## src/hdl/ssfmd_map.svh

```systemverilog
// Constants for the start-stop framing and mode detector
`ifndef SSFMD_MAP_SVH
`define SSFMD_MAP_SVH
`define SSFMD_TICKS_PER_BIT  8'd128
`define SSFMD_HALF_BIT       7'd64
`define SSFMD_QUARTER_BIT    7'd32
`define SSFMD_WIN_HI         7'd96
`define SSFMD_STOP_5         4'h6
`define SSFMD_STOP_7         4'h8
`define SSFMD_STOP_8         4'h9
`define SSFMD_LONG_MARK_MS   1000
`define SSFMD_LOWSENS_MS     200
`define SSFMD_CLK_HZ         20000000
`define SSFMD_LONG_MARK_CYC  ((`SSFMD_CLK_HZ / 1000) * `SSFMD_LONG_MARK_MS)
`define SSFMD_LOWSENS_CYC    ((`SSFMD_CLK_HZ / 1000) * `SSFMD_LOWSENS_MS)
`define SSFMD_MODE_SS        1'b0
`define SSFMD_MODE_SYNC      1'b1
`endif

```

## src/hdl/ssfmd_pkg.sv

```systemverilog
// Types for the start-stop framing and mode detector
package ssfmd_pkg;
  typedef enum logic [1:0] {
    SSFMD_CODE_5 = 2'b00,
    SSFMD_CODE_7 = 2'b01,
    SSFMD_CODE_8 = 2'b10
  } ssfmd_code_t;
  typedef enum logic [1:0] {
    SSFMD_ST_REST  = 2'b00,
    SSFMD_ST_QUAL  = 2'b01,
    SSFMD_ST_COUNT = 2'b10
  } ssfmd_state_t;
  typedef struct packed {
    logic        manual;
    logic        manual_mode;
    logic        mark_hold;
    logic        low_sens;
    ssfmd_code_t code;
  } ssfmd_cfg_t;
  typedef struct packed {
    logic       mode_sync;
    logic       stop_int;
    logic [3:0] bits;
  } ssfmd_stat_t;
endpackage

```

## src/hdl/ssfmd_fifo.sv

```systemverilog
// Small valid/ready FIFO for regenerated samples
`timescale 1ns/1ps
`default_nettype none
module ssfmd_fifo #(
  parameter int W = 8,
  parameter int D = 8
) (
  input  wire logic         clk,
  input  wire logic         nrst,
  input  wire logic         in_valid,
  output logic              in_ready,
  input  wire logic [W-1:0] in_data,
  output logic              out_valid,
  input  wire logic         out_ready,
  output logic [W-1:0]      out_data
);
  localparam int AW = $clog2(D);
  logic [W-1:0]  mem [D];        // Storage
  logic [AW-1:0] wp_q;           // Write pointer
  logic [AW-1:0] rp_q;           // Read pointer
  logic [AW:0]   cnt_q;          // Fill level
  logic          wr;
  logic          rd;
  assign in_ready  = (cnt_q != (AW+1)'(D));
  assign out_valid = (cnt_q != '0);
  assign wr        = in_valid && in_ready;
  assign rd        = out_valid && out_ready;
  assign out_data  = mem[rp_q];
  // Memory write, no reset needed on data
  always_ff @(posedge clk) begin
    if (wr) begin
      mem[wp_q] <= in_data;
    end
  end
  // Pointers and level
  always_ff @(posedge clk or negedge nrst) begin
    if (!nrst) begin
      wp_q  <= '0;
      rp_q  <= '0;
      cnt_q <= '0;
    end else begin
      if (wr) wp_q <= (wp_q == AW'(D-1)) ? '0 : wp_q + AW'(1);
      if (rd) rp_q <= (rp_q == AW'(D-1)) ? '0 : rp_q + AW'(1);
      cnt_q <= cnt_q + (AW+1)'(wr) - (AW+1)'(rd);
    end
  end
endmodule
`default_nettype wire

```

## src/hdl/ssfmd_top.sv

```systemverilog
// Start-stop character framing and automatic mode decision
// Behaviour
// - Start edge in stop interval zeroes bit timer
// - Set false-start flag; sample half bit later
// - Mark at half bit suppresses counter reset
// - Four-stage counter counts character bit intervals
// - Five, seven and eight level lengths
// - Stop counting after stop point; re-arm
// - Mark-hold forces output Mark in stop, start-stop mode only
// - Mark-hold is static; off follows line
// - Space at framing pulse selects synchronous
// - Edge outside quarter-bit window selects start-stop
// - Low sensitivity needs two edges 200 ms apart
// - One second steady Mark forces start-stop
// - Mark in successive rests selects start-stop
// - Manual mode holds operator-chosen flag
// - Manual mode disables long-Mark detector
// - 128 ticks per bit give sample points
`timescale 1ns/1ps
`default_nettype none
`include "ssfmd_map.svh"
module ssfmd_top #(
  parameter int LONG_MARK_CYC = `SSFMD_LONG_MARK_CYC,
  parameter int LOWSENS_CYC   = `SSFMD_LOWSENS_CYC,
  parameter int FIFO_DEPTH    = 8
) (
  input  wire logic                CLK,
  input  wire logic                NRST,
  input  wire logic                LINE_IN,
  input  wire logic                TICK,
  input  wire ssfmd_pkg::ssfmd_cfg_t CFG,
  output logic                     REGEN_VALID,
  input  wire logic                REGEN_READY,
  output logic                     REGEN_DATA,
  output ssfmd_pkg::ssfmd_stat_t   STATUS,
  output logic                     OVERRUN
);
  // Line (1 = Mark) and tick come from outside: two-flop sync
  logic [1:0] line_s_q;            // Line synchroniser
  logic [1:0] tick_s_q;            // Tick synchroniser
  logic       line_q;              // Line one stage later for edges
  logic       tick_q;              // Tick one stage later for edges
  logic       ms_edge;             // Mark-to-space transition
  logic       tk;                  // One tick of local timing
  always_ff @(posedge CLK or negedge NRST) begin
    if (!NRST) begin
      line_s_q <= 2'h3;
      tick_s_q <= 2'h0;
      line_q   <= 1'b1;
      tick_q   <= 1'b0;
    end else begin
      line_s_q <= {line_s_q[0], LINE_IN};
      tick_s_q <= {tick_s_q[0], TICK};
      line_q   <= line_s_q[1];
      tick_q   <= tick_s_q[1];
    end
  end
  assign ms_edge = line_q && !line_s_q[1];
  assign tk      = tick_s_q[1] && !tick_q;

  // Framing state and counters
  ssfmd_pkg::ssfmd_state_t st_q;   // Character framing state
  logic [6:0] phase_q;             // Tick count inside a bit
  logic [3:0] bits_q;              // Character bit counter
  logic       fstart_q;            // False-start flag
  logic       mode_q;              // Mode flag, 1 = synchronous
  logic [3:0] stop_pt;             // Bit count where stop interval opens
  logic       half_pt;             // Half-bit sample point
  logic       frame_pls;           // End-of-character framing pulse
  logic       stop_int;            // Stop-Mark interval
  always_comb begin
    unique case (CFG.code)
      ssfmd_pkg::SSFMD_CODE_7: stop_pt = `SSFMD_STOP_7;
      ssfmd_pkg::SSFMD_CODE_8: stop_pt = `SSFMD_STOP_8;
      default:                 stop_pt = `SSFMD_STOP_5;
    endcase
  end
  assign half_pt   = tk && (phase_q == `SSFMD_HALF_BIT - 7'd1);
  // Stop point sits half a bit into the stop element
  // The count steps on this same pulse, so compare one short:
  // five-level code then ends six and a half bits after start
  // and the counter rests at the stop count while idle
  assign frame_pls = (st_q == ssfmd_pkg::SSFMD_ST_COUNT) && half_pt
                     && (bits_q == stop_pt - 4'h1);
  assign stop_int  = (st_q != ssfmd_pkg::SSFMD_ST_COUNT);

  // Bit timer: zeroed by a start edge, else free on ticks
  always_ff @(posedge CLK or negedge NRST) begin
    if (!NRST) begin
      phase_q <= 7'h00;
    end else if (st_q == ssfmd_pkg::SSFMD_ST_REST && ms_edge) begin
      phase_q <= 7'h00;
    end else if (tk) begin
      phase_q <= phase_q + 7'h01;
    end
  end

  // Framing state machine
  always_ff @(posedge CLK or negedge NRST) begin
    if (!NRST) begin
      st_q     <= ssfmd_pkg::SSFMD_ST_REST;
      fstart_q <= 1'b0;
    end else begin
      unique case (st_q)
        ssfmd_pkg::SSFMD_ST_REST: begin
          if (ms_edge) begin
            st_q     <= ssfmd_pkg::SSFMD_ST_QUAL;
            fstart_q <= 1'b1;
          end
        end
        ssfmd_pkg::SSFMD_ST_QUAL: begin
          if (half_pt) begin
            fstart_q <= 1'b0;
            // Mark here is noise: go back without counting
            st_q <= line_s_q[1] ? ssfmd_pkg::SSFMD_ST_REST
                                : ssfmd_pkg::SSFMD_ST_COUNT;
          end
        end
        ssfmd_pkg::SSFMD_ST_COUNT: begin
          if (frame_pls) begin
            st_q <= ssfmd_pkg::SSFMD_ST_REST;
          end
        end
        default: st_q <= ssfmd_pkg::SSFMD_ST_REST;
      endcase
    end
  end

  // Character bit counter: cleared by a valid start, stepped per bit
  always_ff @(posedge CLK or negedge NRST) begin
    if (!NRST) begin
      bits_q <= 4'h0;
    end else if (st_q == ssfmd_pkg::SSFMD_ST_QUAL && half_pt
                 && !line_s_q[1]) begin
      bits_q <= 4'h0;
    end else if (st_q == ssfmd_pkg::SSFMD_ST_COUNT && half_pt) begin
      bits_q <= bits_q + 4'h1;
    end
  end

  // Phase window around the timing phasing edge (phase 0)
  logic in_window;                 // Quarter bit either side
  logic oow_edge;                  // Out-of-window start edge
  assign in_window = (phase_q < `SSFMD_QUARTER_BIT)
                     || (phase_q >= `SSFMD_WIN_HI);
  assign oow_edge  = mode_q && ms_edge && !in_window;

  // Low sensitivity: second out-of-window edge after about 200 ms
  logic [31:0] ls_cnt_q;           // Time since first bad edge
  logic        ls_arm_q;           // First bad edge seen
  logic        ls_ok;              // Spacing reached
  assign ls_ok = (ls_cnt_q >= 32'(LOWSENS_CYC));
  always_ff @(posedge CLK or negedge NRST) begin
    if (!NRST) begin
      ls_arm_q <= 1'b0;
      ls_cnt_q <= 32'h0;
    end else if (!mode_q) begin
      ls_arm_q <= 1'b0;
      ls_cnt_q <= 32'h0;
    end else if (oow_edge && !ls_arm_q) begin
      ls_arm_q <= 1'b1;
      ls_cnt_q <= 32'h0;
    end else if (ls_arm_q && !ls_ok) begin
      ls_cnt_q <= ls_cnt_q + 32'h1;
    end
  end

  // Long-Mark timer, restarted by any line Space
  logic [31:0] lm_cnt_q;           // Steady Mark duration
  logic        long_mark;          // Timer ran out
  assign long_mark = (lm_cnt_q >= 32'(LONG_MARK_CYC)) && !CFG.manual;
  always_ff @(posedge CLK or negedge NRST) begin
    if (!NRST) begin
      lm_cnt_q <= 32'h0;
    end else if (!line_s_q[1] || CFG.manual) begin
      lm_cnt_q <= 32'h0;
    end else if (lm_cnt_q < 32'(LONG_MARK_CYC)) begin
      lm_cnt_q <= lm_cnt_q + 32'h1;
    end
  end

  // Rest-Mark detector: Mark at consecutive framing pulses in sync
  logic rest_mark_q;               // Previous rest interval held Mark
  always_ff @(posedge CLK or negedge NRST) begin
    if (!NRST) begin
      rest_mark_q <= 1'b0;
    end else if (!mode_q) begin
      rest_mark_q <= 1'b0;
    end else if (frame_pls) begin
      rest_mark_q <= line_s_q[1];
    end
  end

  // Mode decision flag; manual wins over every detector
  logic to_ss;                     // Any start-stop indication
  assign to_ss = long_mark
               || (mode_q && frame_pls && line_s_q[1]
                   && rest_mark_q)
               || (oow_edge && (!CFG.low_sens
                   || (ls_arm_q && ls_ok)));
  always_ff @(posedge CLK or negedge NRST) begin
    if (!NRST) begin
      mode_q <= `SSFMD_MODE_SS;
    end else if (CFG.manual) begin
      mode_q <= CFG.manual_mode;
    end else if (to_ss) begin
      mode_q <= `SSFMD_MODE_SS;
    end else if (!mode_q && frame_pls && !line_s_q[1]) begin
      mode_q <= `SSFMD_MODE_SYNC;
    end
  end

  // Regenerated sample per bit; Mark-hold clamps the stop interval in start-stop mode
  logic regen_bit;                 // Output level this tick
  logic fifo_ready;                // FIFO accepts
  logic ovr_q;                     // Sticky sample loss
  assign regen_bit = line_s_q[1]
                   || (CFG.mark_hold && !mode_q && stop_int);
  always_ff @(posedge CLK or negedge NRST) begin
    if (!NRST) begin
      ovr_q <= 1'b0;
    end else if (half_pt && !fifo_ready) begin
      ovr_q <= 1'b1;
    end
  end
  // Sampled once per bit at mid-bit; loss is flagged, not stalled,
  // because the line cannot be held off
  ssfmd_fifo #(.W(1), .D(FIFO_DEPTH)) u_fifo (
    .clk       (CLK),
    .nrst      (NRST),
    .in_valid  (half_pt),
    .in_ready  (fifo_ready),
    .in_data   (regen_bit),
    .out_valid (REGEN_VALID),
    .out_ready (REGEN_READY),
    .out_data  (REGEN_DATA)
  );
  assign OVERRUN         = ovr_q;
  assign STATUS.mode_sync = mode_q;
  assign STATUS.stop_int  = stop_int;
  assign STATUS.bits      = bits_q;
endmodule
`default_nettype wire

```

## config.mk

```make
export PLATFORM = sky130hd
export DESIGN_NAME = ssfmd_top
export DESIGN_NICKNAME = d
export VERILOG_FILES = /design/src/hdl/ssfmd_pkg.sv /design/src/hdl/ssfmd_fifo.sv /design/src/hdl/ssfmd_top.sv
export VERILOG_INCLUDE_DIRS = /design/src /design/src/hdl
export SDC_FILE = /design/constraint.sdc
export NUM_CORES = 1
export LEC_CHECK = 0
export BUFFER_PORTS_ARGS = -buffer_cell sky130_fd_sc_hd__clkbuf_2
export CAP_MARGIN = 20
export CELL_PAD_IN_SITES_DETAIL_PLACEMENT = 2
export CELL_PAD_IN_SITES_GLOBAL_PLACEMENT = 2
export CORE_MARGIN = 5
export CORE_UTILIZATION = 40
export CTS_CLUSTER_SIZE = 10
export DETAILED_ROUTE_END_ITERATION = 12
export PLACE_DENSITY = 0.87
export SYNTH_ARGS = -nofsm -noshare
export SYNTH_HDL_FRONTEND = slang
export SYNTH_SLANG_ARGS = --single-unit
```

## constraint.sdc

```tcl
create_clock -name CLK -period 3.2 [get_ports CLK]
set_clock_uncertainty 0.05 [all_clocks]
set_input_delay 0.48 -clock CLK [delete_from_list [all_inputs] [get_ports CLK]]
set_output_delay 0.48 -clock CLK [all_outputs]
set_load 0.05 [all_outputs]
```

Word-level counts from Yosys, hierarchy flattened
Memories as Yosys holds them, arrays and structs flattened.
Cells that the tools add are included.
{"block": "word_totals", "regBits": 97, "ramBits": 8, "out_inout_bits": 9, "word_cells": 120, "memories": 1}
{"block": "op_classes", "addsub": 9, "n_eq_ne": 16, "n_mux": 26, "magnitude_cmp": 5, "n_reduce_logical": 47}
{"memory": "u_fifo.mem", "words": 8, "word_bits": 1, "read_ports": 1, "rd_ports_with_merged_regs": 0, "write_ports": 1, "line_no": "ssfmd_fifo.sv:18", "source": "logic [W-1:0] mem [D];"}
{"cell": "$mux 32", "count": 5}
{"cell": "$add 32x1->32 const B", "count": 2}
{"cell": "$ge 32x22->1 const B", "count": 1}
{"cell": "$ge 32x25->1 const B", "count": 1}
{"cell": "$lt 32x25->1 const B", "count": 1}
{"cell": "$logic_and 1x1->1", "count": 25}
{"cell": "$mux 7", "count": 2}
{"cell": "$logic_not 1->1", "count": 9}
{"cell": "$mux 1", "count": 9}
{"cell": "$mux 2", "count": 4}
{"cell": "$mux 4", "count": 2}
{"cell": "$ne 2x2->1 const B", "count": 4}
{"cell": "$pmux 4 s2", "count": 1}
{"cell": "$add 7x1->7 const B", "count": 1}
{"cell": "$eq 7x6->1 const B", "count": 1}
{"cell": "$ge 7x7->1 const B", "count": 1}
{"cell": "$lt 7x6->1 const B", "count": 1}
{"cell": "$add 3x1->3 const B", "count": 2}
{"cell": "$eq 3x3->1 const B", "count": 2}
{"cell": "$logic_or 1x1->1", "count": 6}
{"cell": "$mux 3", "count": 2}
{"cell": "$pmux 2 s3", "count": 1}
{"cell": "$reduce_bool 2->1", "count": 3}
{"cell": "$add 4x1->4", "count": 1}
{"cell": "13 further kinds", "count": 16}

Depth between registers and ports, before layout
{"block": "depth", "depth_word": 12, "mapped_depth": 11, "ltp_nobuf": 11}

Hierarchy
Synthesis repeated with hierarchy kept, for this count alone.
{"block": "unflattened", "hier_cells": 522, "area_unflattened_um2": 5327.6}
{"mod": "ssfmd_top", "n_inst": 1, "seq_area_each_um2": 2180.8, "cells_per_inst": 455, "area_each_um2": 4400.5}
{"mod": "ssfmd_fifo", "n_inst": 1, "seq_area_each_um2": 490.5, "cells_per_inst": 67, "area_each_um2": 927.1}

Worst setup path after synthesis
Ideal clock, no wire load.
{"block": "synth_path", "path_type": "register to register", "startpoint": "register phase_q[0]", "endpoint": "register u_fifo.cnt_q[2]", "path_stages_with_launch": 12, "arrival_time_ps": 2500, "n_path_buf": 2, "path_slack_ps": 527, "path_cell_list": "dfrtp_1 -> ha_1 -> nand4b_1 -> or4b_1 -> clkbuf_1 -> a21o_1 -> clkbuf_1 -> inv_1 -> ha_1 -> inv_1 -> fa_1 -> xnor2_1"}
{"block": "synth_via", "elab_chain_cells": 5}
{"item": "start: declaration", "line_no": "ssfmd_top.sv:63", "source": "logic [6:0] phase_q;"}
{"item": "start signal: assignment", "line_no": "ssfmd_top.sv:94", "source": "phase_q <= phase_q + 7'h01;"}
{"item": "$eq 7x6->1", "line_no": "ssfmd_top.sv:78", "source": "assign half_pt = tk && (phase_q == `SSFMD_HALF_BIT - 7'd1);"}
{"item": "$logic_and 1x1->1", "line_no": "ssfmd_top.sv:78"}
{"item": "$logic_and 1x1->1", "line_no": "ssfmd_fifo.sv:26", "source": "assign wr = in_valid && in_ready;"}
{"item": "named net u_fifo.wr", "line_no": "ssfmd_fifo.sv:22", "source": "logic wr;"}
{"item": "$add 4x1->4", "line_no": "ssfmd_fifo.sv:44", "source": "cnt_q <= cnt_q + (AW+1)'(wr) - (AW+1)'(rd);"}
{"item": "$sub 4x1->4", "line_no": "ssfmd_fifo.sv:44"}
{"item": "end signal: assignment", "line_no": "ssfmd_fifo.sv:44"}
{"item": "end: declaration", "line_no": "ssfmd_fifo.sv:21", "source": "logic [AW:0] cnt_q;"}
The timed path passes the listed nets, and every way through them passes these cells.
A chain may end at the register's enable or synchronous reset.

Final worst setup path
{"block": "layout_path", "startpoint": "register phase_q[1]", "endpoint": "register u_fifo.cnt_q[2]"}
The elaborated chain is that of the path after synthesis.

==> results.py <==
metrics = {
    "run_status": {
        "outcome": "complete, no violations",
    },
    "placement": {
        "dp_hpwl_um": 10000,
        "io_buffer_count": 19,
        "gp_congestion": 0.747,
    },
    "clock_tree": {
        "buffers_inserted_by_post_cts_timing_repair": 0,
        "cts_max_path_buffers": 2,
        "cts_tree": "built",
        "post_cts_resize_count": 0,
        "cts_htree_levels": 3,
        "cts_hold_repair.buffers": 0,
        "clk_transition_reported_paths_ns": 0.07,
        "cts_inserted_buffers": 9,
        "clock_tree.root_cell": "sky130_fd_sc_hd__clkbuf_16",
        "clock-sinks": 105,
        "worstSkewPairLatency_ns": 0.35,
    },
    "sta": {
        "final-hold-violation-count": 0,
        "slew_of_the_pin_with_the_lowest_slew_margin_ns": 1.03,
        "period_share": 0.894,
        "finalSetupViolCount": 0,
        "period_minus_slack_ns": 2.86,
        "total_negative_setup_slack_ns": 0,
        "smallest_hold_slack_ns": 0.158,
        "max_freq_ghz": 0.350,
        "unrepaired_setup_endpoints_after_global_routing": "no",
        "report.final.slew_viol_count": 0,
        "slew_headroom": 0.306,
    },
    "floorplanning": {
        "num_io_pins": 20,
        "std_cell_rows": 41,
        "dieArea_um2": 15400,
        "floorplan.die.height_um": 124,
        "initial_core_util": 0.410,
        "floorplan.core_area_um2": 12700,
        "die_width_um": 124,
    },
    "setup_path": {
        "criticalPathCategory": "reg -> reg",
        "worst_setup_slack_for_register_to_register_paths_ns": 0.34,
        "worstSetupStartpointType": "register",
        "worstRegToRegCells": 9,
        "critical_path.max_fanout": 9,
        "r2r_end": "u_fifo.cnt_q[2]$_DFF_PN0_",
        "r2r-start": "phase_q[1]$_DFFE_PN0P_",
        "worstPathArrival_ns": 3.04,
        "critical_path.endpoint_type": "register",
        "timing.critical_path.required_ns": 3.38,
    },
    "grt": {
        "grt_residual_overflow": 0,
        "grt_first_pass_wirelength_um": 24100,
        "all_layer_global_routing_usage": 0.201,
        "grt_pass1_vias": 4748,
        "grt_start_max_net_pins": 81,
        "antenna_violations_before_repair": 0,
    },
    "synth": {
        "mappedNetlistNets": 550,
        "yosysMostFrequentCell": "sky130_fd_sc_hd__dfrtp_1",
        "async_reset_ff_frac": 0.924,
        "post_synth.cell_area_avg_um2": 9.96,
        "netlist.area_leader.share": 0.453,
        "number_of_enable_type_register_cells_in_the_synthesized_netlist": 8,
        "synth-warning-count": 0,
        "post_synth_most_frequent_cells": "94 x sky130_fd_sc_hd__dfrtp_1, 43 x sky130_fd_sc_hd__nand2_1, 40 x sky130_fd_sc_hd__a21oi_1, 34 x sky130_fd_sc_hd__nor2_1, 34 x sky130_fd_sc_hd__o21ai_0",
        "post_synth_design_cell_area_um2": 5200,
        "syn-instance-count": 522,
        "postSynthRegisterBits": 105,
        "synth_top_area_cell": "sky130_fd_sc_hd__dfrtp_1",
        "synth_cell_type_count": 57,
        "yosysSeqAreaShare": 0.514,
        "post_synth_main_area_contributors": "sky130_fd_sc_hd__dfrtp_1 45%, sky130_fd_sc_hd__edfxtp_1 4.6%, sky130_fd_sc_hd__a21oi_1 3.9%",
        "synthFlopType": "sky130_fd_sc_hd__dfrtp_1",
    },
    "detailed_routing": {
        "drtIter0Drc": 107,
        "wl_per_cell_um": 20.3,
        "highest-signal-layer": "met4",
        "routed_length_on_met1_um": 6120,
        "detail-route-antenna-nets": 0,
        "dr_wl_met3_um": 289,
        "routed_wl_um": 14600,
        "detailroute.via_count": 4169,
        "drt_first_pass_iters": 4,
        "met2_length_um": 7990,
        "remaining_drc_errors": 0,
        "detail_route.vias_per_cell": 5.78,
    },
    "cells_and_area": {
        "final_nets": 572,
        "drive_above_1_share": 0.118,
        "area.sequential_um2": 2670,
        "multi_input_area_um2": 2360,
        "area_delta_synth_final_pct": 11.8,
        "post-route-util": 0.459,
        "diodes": 0,
        "fillerInstances": 1303,
    },
    "power_and_ir_drop": {
        "power_density_nw_per_um2": 542,
        "vdd_ir_drop_max_mv": 0.299,
        "power.static_leakage_nw": 2.44,
    },
    "worst_hold_path": {
        "min-delay-path-class": "in -> reg",
        "worstHoldStart": "LINE_IN",
        "worst_hold_path.num_cells": 1,
        "hold-path-endpoint": "line_s_q[0]$_DFF_PN1_",
    },
    "job": {
        "drv_cap": 0,
    },
}
## per-stage QoR
stage	total power, mW	worst slack [ns]	std cells	instance area (um2)
after global placement	2.01	0.565	702	5490
after floorplan	1.90	0.527	522	5200
final	3.15	0.340	721	5810
after global routing	3.32	0.205	721	5810
after detailed placement	2.09	0.366	702	5490
after CTS	3.18	0.341	718	5770
## metal layers
| metal | up-vias | global-route usage |
|---|---|---|
| met2 | 46 | 0.372 |
| met3 | 13 | 0.0277 |
| li1 | 1933 | - |
| met5 | - | 0 |
| met4 | 0 | 0.0671 |
| met1 | 2177 | 0.238 |
## where the power goes
group	internal (mW)	switching, mW	total [mW]
Combinational	0.214	0.309	0.522
Clock	0.537	0.542	1.08
Sequential	1.44	0.115	1.55
## kinds of logic after synthesis
| family | count (synthesis) | share of synthesized area |
|---|---|---|
| fa+ha+maj | 17 | 0.0424 |
| buf+inv | 42 | 0.0318 |
| compound gates | 118 | 0.141 |
| flops | 105 | 0.514 |
| xor+xnor | 14 | 0.0236 |
| simple gates | 218 | 0.227 |
| mux | 8 | 0.0209 |
## registers in the layout (all words and copies together) (netlist names), 2 cells and up
signal        cells
ls_cnt_q         32
u_fifo.cnt_q      4
lm_cnt_q         32
u_fifo.mem        8
st_q              2
u_fifo.rp_q       3
phase_q           7
bits_q            4
tick_s_q          2
line_s_q          2
u_fifo.wp_q       3
## placed cells by master (no fill, tap or decap), types with 14 or more instances in the layout
master / count
sky130_fd_sc_hd__dfrtp_1: 94
sky130_fd_sc_hd__nand2_1: 43
sky130_fd_sc_hd__a21oi_1: 40
sky130_fd_sc_hd__nor2_1: 34
sky130_fd_sc_hd__o21ai_0: 34
sky130_fd_sc_hd__or3_1: 26
sky130_fd_sc_hd__inv_1: 24
sky130_fd_sc_hd__and2_1: 18
sky130_fd_sc_hd__nand4_1: 18
sky130_fd_sc_hd__clkbuf_2: 18
sky130_fd_sc_hd__nand3_1: 16
sky130_fd_sc_hd__ha_1: 16
sky130_fd_sc_hd__nor3_1: 14
## worst max-delay path, cell delays in order, from the launching register on
cell and delay (ns):
sky130_fd_sc_hd__dfrtp_1 0.40, sky130_fd_sc_hd__ha_1 0.23, sky130_fd_sc_hd__nand4b_1 0.18, sky130_fd_sc_hd__or4b_1 0.60, sky130_fd_sc_hd__a21o_1 0.29, sky130_fd_sc_hd__inv_1 0.17
sky130_fd_sc_hd__ha_1 0.21, sky130_fd_sc_hd__inv_1 0.09, sky130_fd_sc_hd__fa_1 0.38, sky130_fd_sc_hd__xnor2_1 0.14
## how the worst max path moves through the flow
stage | startpoint | end | slack (ns) | depth (start not counted)
6_report | phase_q[1]$_DFFE_PN0P_ | u_fifo.cnt_q[2]$_DFF_PN0_ | 0.34 | 9
5_1_grt | phase_q[0]$_DFFE_PN0P_ | u_fifo.cnt_q[2]$_DFF_PN0_ | 0.21 | 9
4_1_cts | phase_q[0]$_DFFE_PN0P_ | u_fifo.cnt_q[2]$_DFF_PN0_ | 0.34 | 9
3_5_place_dp | phase_q[0]$_DFFE_PN0P_ | u_fifo.cnt_q[2]$_DFF_PN0_ | 0.37 | 9
3_3_place_gp | phase_q[0]$_DFFE_PN0P_ | u_fifo.cnt_q[1]$_DFF_PN0_ | 0.57 | 9
2_1_floorplan | phase_q[0]$_DFFE_PN0P_ | u_fifo.cnt_q[2]$_DFF_PN0_ | 0.53 | 11
## area by class of cell
class,count,share of cell area
Sequential cell,105,0.460
Tap cell,172,0.0370
Inverter,24,0.0155
Clock buffer,9,0.0387
Timing Repair Buffer,29,0.0336
Clock inverter,7,0.00947
Multi-Input combinational cell,375,0.406
(Power assumes the default switching activity.)
